--- src/verilog/cdap_pkg.sv ---
// Purpose: constants for the cam direct access port register bank
// Assumes: axi4-lite 32-bit data, one aligned word per register
// Notes: offsets are byte addresses
package cdap_pkg;
    localparam logic [3:0] addr_pin_drive = 4'h0;
    localparam logic [3:0] addr_data_word = 4'h4;
    localparam logic [3:0] addr_status = 4'h8;
    localparam logic [15:0] pin_drive_reset = 16'h000f;
    localparam int bit_access = 4;
    localparam int bit_enable = 3;
    localparam int bit_write = 2;
    localparam int bit_cmd = 1;
    localparam int bit_match = 0;
    localparam logic [1:0] resp_okay = 2'h0;
    localparam logic [1:0] resp_slverr = 2'h2;
    // idle strobe levels of the device's own engine
    localparam logic [3:0] strobes_idle = 4'hf;
endpackage

--- src/verilog/cdap_top.sv ---
// Purpose: host direct access to an external cam through a pin-drive register
// Assumes: one clock, synchronous active-low reset, axi4-lite slave
// Notes: the internal lookup engine is represented by engine_* inputs
//
// What the document requires of this block and its host
// enable strobe low registers bus and controls; high again completes cycle.
// writing bit 4 of pin-drive register as one gives host direct cam control.
// in direct access, bits 3..0 drive enable, write, command, match-flag, active low.
// value 0fh means no direct access, strobes high, device in charge; here the strobes follow the engine_* inputs instead.
// command write uses 19h with enable high, 11h with enable low.
// command read uses 1dh with enable high, 15h with enable low.
// data write uses 1bh with enable high, 13h with enable low.
// four cycle types: data write, data read, command write, command read.
// data-word register contents drive the 16-bit cam data bus during a cycle.
// host loads data word, then writes setup, enable low, enable high again.
// initialization runs one command read without loading the data word.
// host uses direct access only during configuration, then clears bit 4.
// outside direct access the device itself drives all cam bus and strobes.
// each cascaded cam gets chain position number 0 to 3.
// foreground setting: 48 compare, 16 associated, no mask, enhanced, increment.
// background setting: 64 compare, mask one, enhanced, increment.
// foreground mask one: 8000h segment 0, zero elsewhere.
// background mask one: 7f00h segment 0, ffffh in segments 1 to 3.
// foreground writes segments 3:0 reads 0; background the reverse.
// comparand is write destination; sources highest match and address register.
// before leaving, write 1fh twice then 0fh twice.
// strobes and data bus hold last written values until next host write.
`timescale 1ns/1ns
module cdap_top (
    input wire logic aclk,
    input wire logic aresetn,
    input wire logic [3:0] s_axi_awaddr,
    input wire logic s_axi_awvalid,
    output logic s_axi_awready,
    input wire logic [31:0] s_axi_wdata,
    input wire logic [3:0] s_axi_wstrb,
    input wire logic s_axi_wvalid,
    output logic s_axi_wready,
    output logic [1:0] s_axi_bresp,
    output logic s_axi_bvalid,
    input wire logic s_axi_bready,
    input wire logic [3:0] s_axi_araddr,
    input wire logic s_axi_arvalid,
    output logic s_axi_arready,
    output logic [31:0] s_axi_rdata,
    output logic [1:0] s_axi_rresp,
    output logic s_axi_rvalid,
    input wire logic s_axi_rready,
    input wire logic [15:0] engine_dq_out,
    input wire logic engine_dq_oe_n,
    input wire logic engine_enable_n,
    input wire logic engine_write_n,
    input wire logic engine_command_select_n,
    input wire logic engine_match_flag_enable_n,
    input wire logic [15:0] cam_dq_in,
    output logic [15:0] cam_dq_out,
    output logic cam_dq_oe_n,
    output logic cam_enable_n,
    output logic cam_write_n,
    output logic cam_command_select_n,
    output logic cam_match_flag_enable_n,
    output logic direct_access
);
    logic [15:0] cam_pin_drive_control, next_cam_pin_drive_control;
    logic [15:0] cam_data_word_zero, next_cam_data_word_zero;
    logic [15:0] read_capture, next_read_capture;
    logic aw_held, next_aw_held, w_held, next_w_held;
    logic [3:0] aw_addr, next_aw_addr;
    logic [15:0] w_data, next_w_data;
    logic [1:0] w_lanes, next_w_lanes;
    logic awready, next_awready, wready, next_wready;
    logic bvalid, next_bvalid, arready, next_arready, rvalid, next_rvalid;
    logic [1:0] bresp, next_bresp, rresp, next_rresp;
    logic [31:0] rdata, next_rdata;
    logic [15:0] next_dq_out;
    logic next_dq_oe_n, next_en_n, next_wr_n, next_cmd_n, next_mfe_n, next_access;
    logic do_write, host_access;

    // write channel: address and data taken in either order, response after both
    always_comb begin
        next_aw_held = aw_held;
        next_w_held = w_held;
        next_aw_addr = aw_addr;
        next_w_data = w_data;
        next_w_lanes = w_lanes;
        next_bvalid = bvalid;
        next_bresp = bresp;
        next_cam_pin_drive_control = cam_pin_drive_control;
        next_cam_data_word_zero = cam_data_word_zero;
        do_write = 1'b0;
        if (s_axi_awvalid && awready) begin
            next_aw_held = 1'b1;
            next_aw_addr = s_axi_awaddr;
        end
        if (s_axi_wvalid && wready) begin
            next_w_held = 1'b1;
            next_w_data = s_axi_wdata[15:0];
            next_w_lanes = s_axi_wstrb[1:0];
        end
        if (next_aw_held && next_w_held && !bvalid) begin
            do_write = 1'b1;
            next_aw_held = 1'b0;
            next_w_held = 1'b0;
            next_bvalid = 1'b1;
            next_bresp = cdap_pkg::resp_okay;
            // each pin-drive write changes all strobes at once; nothing in between
            case (next_aw_addr)
                cdap_pkg::addr_pin_drive: begin
                    if (next_w_lanes[0]) next_cam_pin_drive_control[7:0] = next_w_data[7:0];
                    if (next_w_lanes[1]) next_cam_pin_drive_control[15:8] = next_w_data[15:8];
                end
                cdap_pkg::addr_data_word: begin
                    if (next_w_lanes[0]) next_cam_data_word_zero[7:0] = next_w_data[7:0];
                    if (next_w_lanes[1]) next_cam_data_word_zero[15:8] = next_w_data[15:8];
                end
                cdap_pkg::addr_status: ;
                default: next_bresp = cdap_pkg::resp_slverr;
            endcase
        end else if (bvalid && s_axi_bready) begin
            next_bvalid = 1'b0;
        end
        next_awready = !next_aw_held && !next_bvalid;
        next_wready = !next_w_held && !next_bvalid;
    end

    // read channel: one read at a time, answer one cycle after the address
    always_comb begin
        next_arready = arready;
        next_rvalid = rvalid;
        next_rdata = rdata;
        next_rresp = rresp;
        if (s_axi_arvalid && arready) begin
            next_arready = 1'b0;
            next_rvalid = 1'b1;
            next_rresp = cdap_pkg::resp_okay;
            case (s_axi_araddr)
                cdap_pkg::addr_pin_drive: next_rdata = {16'h0000, cam_pin_drive_control};
                cdap_pkg::addr_data_word: next_rdata = {16'h0000, cam_data_word_zero};
                cdap_pkg::addr_status: next_rdata = {16'h0000, read_capture};
                default: begin
                    next_rdata = 32'h0000_0000;
                    next_rresp = cdap_pkg::resp_slverr;
                end
            endcase
        end else if (rvalid && s_axi_rready) begin
            next_rvalid = 1'b0;
            next_arready = 1'b1;
        end
    end

    // cam pin mux; registered so in direct access pins change only after a completed host write
    always_comb begin
        host_access = next_cam_pin_drive_control[cdap_pkg::bit_access];
        next_access = host_access;
        next_read_capture = read_capture;
        if (host_access) begin
            next_en_n = next_cam_pin_drive_control[cdap_pkg::bit_enable];
            next_wr_n = next_cam_pin_drive_control[cdap_pkg::bit_write];
            next_cmd_n = next_cam_pin_drive_control[cdap_pkg::bit_cmd];
            next_mfe_n = next_cam_pin_drive_control[cdap_pkg::bit_match];
            next_dq_out = next_cam_data_word_zero;
            // drive the bus only on write cycles; read cycles let the cam drive
            next_dq_oe_n = next_wr_n;
            // latch read data on the rising enable that ends a read cycle
            if (cam_enable_n == 1'b0 && cam_write_n && next_en_n) begin
                next_read_capture = cam_dq_in;
            end
        end else begin
            // with bit 4 clear the strobes follow the engine inputs; engine owns the pins
            next_en_n = engine_enable_n;
            next_wr_n = engine_write_n;
            next_cmd_n = engine_command_select_n;
            next_mfe_n = engine_match_flag_enable_n;
            next_dq_out = engine_dq_out;
            next_dq_oe_n = engine_dq_oe_n;
        end
    end

    // all state registers
    always_ff @(posedge aclk) begin
        if (!aresetn) begin
            aw_held <= 1'b0;
            w_held <= 1'b0;
            aw_addr <= 4'h0;
            w_data <= 16'h0000;
            w_lanes <= 2'h0;
            awready <= 1'b0;
            wready <= 1'b0;
            bvalid <= 1'b0;
            bresp <= 2'h0;
            arready <= 1'b0;
            rvalid <= 1'b0;
            rdata <= 32'h0000_0000;
            rresp <= 2'h0;
            cam_pin_drive_control <= cdap_pkg::pin_drive_reset;
            cam_data_word_zero <= 16'h0000;
            read_capture <= 16'h0000;
            cam_dq_out <= 16'h0000;
            cam_dq_oe_n <= 1'b1;
            {cam_enable_n, cam_write_n, cam_command_select_n,
             cam_match_flag_enable_n} <= cdap_pkg::strobes_idle;
            direct_access <= 1'b0;
        end else begin
            aw_held <= next_aw_held;
            w_held <= next_w_held;
            aw_addr <= next_aw_addr;
            w_data <= next_w_data;
            w_lanes <= next_w_lanes;
            awready <= next_awready;
            wready <= next_wready;
            bvalid <= next_bvalid;
            bresp <= next_bresp;
            arready <= next_arready | (!arready && !rvalid && !next_rvalid);
            rvalid <= next_rvalid;
            rdata <= next_rdata;
            rresp <= next_rresp;
            cam_pin_drive_control <= next_cam_pin_drive_control;
            cam_data_word_zero <= next_cam_data_word_zero;
            read_capture <= next_read_capture;
            cam_dq_out <= next_dq_out;
            cam_dq_oe_n <= next_dq_oe_n;
            cam_enable_n <= next_en_n;
            cam_write_n <= next_wr_n;
            cam_command_select_n <= next_cmd_n;
            cam_match_flag_enable_n <= next_mfe_n;
            direct_access <= next_access;
        end
    end

    assign s_axi_awready = awready;
    assign s_axi_wready = wready;
    assign s_axi_bvalid = bvalid;
    assign s_axi_bresp = bresp;
    assign s_axi_arready = arready;
    assign s_axi_rvalid = rvalid;
    assign s_axi_rdata = rdata;
    assign s_axi_rresp = rresp;
endmodule
--- config.mk ---
export PLATFORM = sky130hd
export DESIGN_NAME = cdap_top
export DESIGN_NICKNAME = d
export VERILOG_FILES = /design/src/verilog/cdap_pkg.sv /design/src/verilog/cdap_top.sv
export SDC_FILE = /design/constraint.sdc
export NUM_CORES = 1
export LEC_CHECK = 0
export BUFFER_PORTS_ARGS = -buffer_cell sky130_fd_sc_hd__buf_2
export CELL_PAD_IN_SITES_DETAIL_PLACEMENT = 0
export CELL_PAD_IN_SITES_GLOBAL_PLACEMENT = 2
export CORE_ASPECT_RATIO = 2
export CORE_MARGIN = 4
export CORE_UTILIZATION = 31
export DETAILED_ROUTE_END_ITERATION = 8
export GPL_ROUTABILITY_DRIVEN = 0
export PLACE_DENSITY_LB_ADDON = 0.3
export SLEW_MARGIN = 20
export SYNTH_ARGS = -nofsm -noshare
export SYNTH_HDL_FRONTEND = slang
export SYNTH_SLANG_ARGS = --single-unit
--- constraint.sdc ---
create_clock -name aclk -period 2.5 [get_ports aclk]
set_input_delay 0.125 -clock aclk [delete_from_list [all_inputs] [get_ports aclk]]
set_output_delay 0.125 -clock aclk [all_outputs]
set_load 0.05 [all_outputs]
Yosys cells after proc, flatten, opt, wreduce, memory -nomap -nowiden

Cells that the tools add are included.
W data, S select, Z words.

Flip-flop bits (word level): 135
Latch bits: 0
Memory bits (writable): 0
Memory bits (read-only): 0
Word-level logic and storage cells: 87
Memories: 0

Add/subtract/negate cells: 0
$mul: 0
Divide/modulo/power cells: 0
$lt $le $gt $ge: 0
Equal/unequal tests: 4
Shift operators: 0
Mux-type cells: 29
Bitwise logic cells: 2
Reductions and logical operators: 27

Operator list:

| kind                 | count |
|---|---|
| $mux W16             | 4 |
| $pmux W16 S3         | 1 |
| $mux W8              | 2 |
| $mux W1              | 15 |
| $mux W5              | 3 |
| $logic_and A1 B1 Y1  | 13 |
| $eq A4 B3 Y1 const B | 2 |
| $eq A4 B4 Y1 const B | 2 |
| $logic_not A4 Y1     | 2 |
| $logic_not A1 Y1     | 7 |
| $mux W2              | 3 |
| $reduce_and A3 Y1    | 2 |
| $reduce_or A3 Y1     | 2 |
| $mux W4              | 1 |
| $reduce_and A2 Y1    | 1 |
| $not A1 Y1           | 1 |
| $or A1 B1 Y1         | 1 |

Depth between registers and ports, before layout

Word-level depth: 7
Depth in mapped cells: 9
Mapped depth without buffers: 6

Worst setup path after synthesis

OpenSTA, ideal clock, no wires.

Path type: register to register
From: register awready, in the netlist s_axi_awready
To: register cam_dq_out[10]
Arrival: 2,523 ps
Setup slack: -140 ps
Cell stages (with the launch flop): 10
Clock period less this slack: 2,640 ps
Cells stage by stage: dfxtp_1 buf_4 a21oi_2 or3_1 buf_6 nor4_4 buf_6 mux2i_2 buf_6 o2bb2ai_2

Longest elaborated chain between the ends: 6
Elaborated cells on any way between the ends: 12

Ends and longest elaborated chain:

| item                                       | RTL line        | source |
|---|---|---|
| start: declaration                         | cdap_top.sv:71  | `logic awready, next_awready, wready, next_wready;` |
| start signal: assignment                   | cdap_top.sv:209 | `awready <= next_awready;` |
| $logic_and A1 B1 Y1 (*)                    | cdap_top.sv:91  | `if (s_axi_awvalid && awready) begin` |
| $mux W4 or $mux W1 (tied branches)         | cdap_top.sv:91  |  |
| $eq A4 B3 Y1, or another cell as far along | cdap_top.sv:107 | `case (next_aw_addr)` |
| $mux W16, or another cell as far along     | cdap_top.sv:107 |  |
| $mux W16 or $mux W5 (tied branches)        | cdap_top.sv:100 | `if (next_aw_held && next_w_held && !bvalid) begin` |
| $mux W16 (*)                               | cdap_top.sv:156 | `if (host_access) begin` |
| end signal: assignment                     | cdap_top.sv:220 | `cam_dq_out <= next_dq_out;` |
| end: declaration                           | cdap_top.sv:56  | `output logic [15:0] cam_dq_out,` |

Every way passes the cells marked *; elsewhere a longest branch is shown, timed or not.
A chain may end at the register's enable or synchronous reset.

Final worst setup path

From: register awready, in the netlist s_axi_awready
To: register read_capture[6]

Longest elaborated chain between the ends: 7
Elaborated cells on any way between the ends: 10

Ends and longest elaborated chain:

| item                                                    | RTL line                         | source |
|---|---|---|
| $logic_and A1 B1 Y1 (*)                                 | cdap_top.sv:91                   |  |
| $mux W4 or $mux W1 (tied branches)                      | cdap_top.sv:91                   |  |
| $logic_not A4 Y1 or $logic_and A1 B1 Y1 (tied branches) | cdap_top.sv:107, cdap_top.sv:100 |  |
| $mux W5 or $logic_and A1 B1 Y1 (tied branches)          | cdap_top.sv:107, cdap_top.sv:100 |  |
| $mux W5 (*)                                             | cdap_top.sv:100                  |  |
| $logic_and A1 B1 Y1                                     | cdap_top.sv:165                  | `if (cam_enable_n == 1'b0 && cam_write_n && next_en_n) begin` |
| $reduce_and A2 Y1 (no source line) (*)                  | -                                |  |
| end signal: assignment                                  | cdap_top.sv:219                  | `read_capture <= next_read_capture;` |
| end: declaration                                        | cdap_top.sv:66                   | `logic [15:0] read_capture, next_read_capture;` |

Marked as above.

==> summary.md <==
| Metric | Value |
|---|---|
| Area of the mapped netlist | 4800 sq um |
| Worst skew pair latency | 0.41 ns |
| Clock power share | 0.521 |
| Ant. Diodes | 0 |
| Hold WS | 0.0184 ns |
| Max FO, Critical Path | 16 |
| Core area | roughly 15000 sq um |
| Max incr delay on CP | roughly 0.60 ns |
| Synth Area in XOR/XNOR | 0 |
| Antenna viol nets, final | 0 |
| Hold_sp | s_axi_rready |
| Num CTS Buffers | 17 |
| Post-route core utilization | 0.431 |
| Setup ws final | ~0.24 ns |
| Clk slew on worst S/H paths | ~0.06 ns |
| Yosys top cell by area | dfxtp_1 |
| Sink Count | 116 |
| Power Density | 788 nW/um^2 |
| Port Buffers | roughly 110 |
| Synth top area share | 0.483 |
| First-pass DRT Iterations | 4 |
| Fill cells | 1547 |
| Pleak | approximately 2.8 nW |
| Final worst-path cycle share | 0.902 |
| Synth Register Bits | around 120 |
| I/O pin cnt | ~150 |
| DP HPWL | about 11 mm |
| Largest family of logic cells by synthesized area | multiplexers |
| CTS tree | yes |
| Share of layout cells above drive strength 1 | 0.321 |
| Critical Path Source | s_axi_awready$_SDFF_PN0_ |
| Synthesis-to-layout area growth | 37.3% |
| Post-synthesis compound-gate area fraction | 0.127 |
| Pins Over Slew Limit | 0 |
| Reg area | 2320 sq um |
| Combinational share of power | 0.108 |
| Nets | 707 |
| Largest cells by area after synthesis | dfxtp_1 48%, mux2i_1 14%, nand2_1 4.4%, mux2_2 4.0%, buf_4 3.1% |
| GRT overflow | 0 |
| Switch Pwr | about 1.2 mW |
| Adder-cell area share of the yosys netlist | 0 |
| Max-Cap Viols | 0 |
| First-pass GRT wire length | ~21 mm |
| Worst-path cell chain | a21oi_2, or3_1, nor4_4, mux2_2, mux2i_1 |
| CP arrival | ~2.5 ns |
| RSZ-0062 raised after global routing | false |
| Longest Clk Path Bufs | 2 |
| WL final | about 14 mm |
| Cell Int Power | ~4.0 mW |
| Post-Synth Simple-Gate Area | 0.140 |
| Root buffer cell | clkbuf_16 |
| Post-route cell area | roughly 6600 sq um |
| DP Area | roughly 5500 sq um |
| Worst Hold Path Cells | 3 |
| DRC | 0 |
| Multi-input logic area | 2220 sq um |
| GRT Util Overall | 0.169 |
| FP Rows | 64 |
| Synth cell types | 38 |
| Worst Skew | between 0.01 and 0.015 ns |
| DR WL/cell | ~17 um |
| Crit path kind | flip-flop to flip-flop |
| Syn. warnings | 0 |
| Sw frac | 0.235 |
| Max_slew headroom | 0.408 |
| Highest-count cells in the layout ignoring fill and taps | 114 x dfxtp_1, 114 x buf_2, 65 x mux2i_1 |
| Syn Inst Count | 459 |
| Worst-Margin Slew | 0.885 ns |
| CP Capture Type | flip-flop |
| Maximum vdd drop | 0.414 mV |
| Worst min path class | primary input to flip-flop |
| Vias in the first global route | ~4000 |
| Place WS | approximately 0.23 ns |
| Startpoint Class | flip-flop |
| DRT iter0 DRCs | approximately 120 |
| Worst path required time | roughly 2.8 ns |
| Maximum number of pins on one net before global-route repair | 53 |
| Reg2reg path depth | 5 |
| Outcome | finished, final reports clean |
| Die X | roughly 96 um |
| Fin crit period | 2.26 ns |
| Vias per cell | about 4.6 |
| Hold Fails Final Rpt | 0 |
| Die Ht | between 150 and 200 um |
| Placed insts | about 760 |
| Seq/Total Area, Yosys | 0.483 |
| Reg-to-reg startpoint | s_axi_awready$_SDFF_PN0_ |
| Fin Setup TNS | 0 ns |
| Routed vias | ~3800 |
| Multiplexer share of the synthesized area | 0.181 |
| Setup violators final | 0 |
| Die area | between 15000 and 20000 sq um |
| Initial antenna violation count | 0 |
| H-tree Lvls | 4 |
| Slowest stage cell, crit path | mux2_2 |
| Syn Area/Cell | 10.5 sq um |
| Tot Pwr | between 5 and 6 mW |
| Peak Freq | 0.443 GHz |
| Sequential share of power | 0.371 |
| Non-Filler Instances | between 800 and 900 |
| Initial Util | 0.314 |
-- state kept, by name, indices dropped and copies added (netlist names), 2 cells and up --
signal and flops:
cam_data_word_zero 16, cam_dq_out 16, read_capture 16, s_axi_rdata 16, w_data 16, cam_pin_drive_control 15
aw_addr 4, w_lanes 2
-- cell type report --
cell class	count	share of cell area
multi-input combinational	308	0.337
tap	198	0.0376
inverter	6	0.00342
clock buffer	23	0.0740
timing repair buffer	170	0.169
clock inverter	9	0.0262
sequential	116	0.353
-- power by group through the flow --
stage | logic [mW] | registers, mW | clock network, mW
6_report | 0.559 | 1.93 | 2.71
5_1_grt | 0.598 | 1.93 | 2.85
4_1_cts | 0.566 | 1.93 | 2.77
3_5_place_dp | 0.516 | 1.97 | 0
3_3_place_gp | 0.511 | 1.97 | 0
2_1_floorplan | 0.292 | 2.06 | 0
-- final timing paths --
kind	to	slack (ns)
hold reg to reg	read_capture[3]$_SDFFE_PN0P_	0.46
setup reg to reg	read_capture[6]$_SDFFE_PN0P_	0.24
setup / recovery	read_capture[6]$_SDFFE_PN0P_	0.24
hold / removal	s_axi_rvalid$_SDFF_PN0_	0.02
-- cell families after synthesis --
logic type | count (synthesis)
simple gates | 134
mux | 84
buf+inv | 52
flops | 116
compound gates | 72
other cells | 1
-- metal layers --
layer	GRT usage	vias up	routed length [um]
li1	-	1888	-
met1	0.150	1835	4630
met2	0.349	72	9100
met3	0.0324	10	414
met4	0.0616	0	179
met5	0	-	0
-- synth_stat cells --
cell	n
a22o_1	16
buf_6	7
nor4_4	4
conb_1	1
nand2_1	56
mux2i_1	65
o2bb2ai_1	8
o211ai_4	1
o2bb2ai_2	10
a211oi_2	1
clkinv_1	1
nor2_1	35
nand2_2	1
a21bo_2	2
inv_1	5
buf_1	1
mux2_2	17
a21o_1	1
a21oi_2	2
and4b_1	2
and2_1	18
buf_4	20
o21ai_0	17
nand2b_1	3
o21a_1	1
and4bb_2	1
a2111oi_0	1
a21oi_1	8
and3_1	3
nor2b_1	1
nand3_1	5
a22oi_1	3
nor3_1	4
mux2i_2	2
o221ai_1	1
dfxtp_1	116
or3_1	1
clkbuf_1	18
-- worst max-delay path: cells and delay by family, from the launching register on --
kind	cells	cell delay (ns)
AND/OR/NAND/NOR	2	0.79
multiplexers	2	0.79
flip-flops	1	0.42
AO/OA/AOI/OAI	1	0.11
-- timing repair --
| action | CTS | global route |
|---|---|---|
| hold buffers | 40 | 0 |
| gates resized for setup | 0 | 0 |
| setup buffers | 0 | 0 |
| hold endpoints to repair | 40 | 0 |
Note: power is estimated with default switching activity, not from simulation.
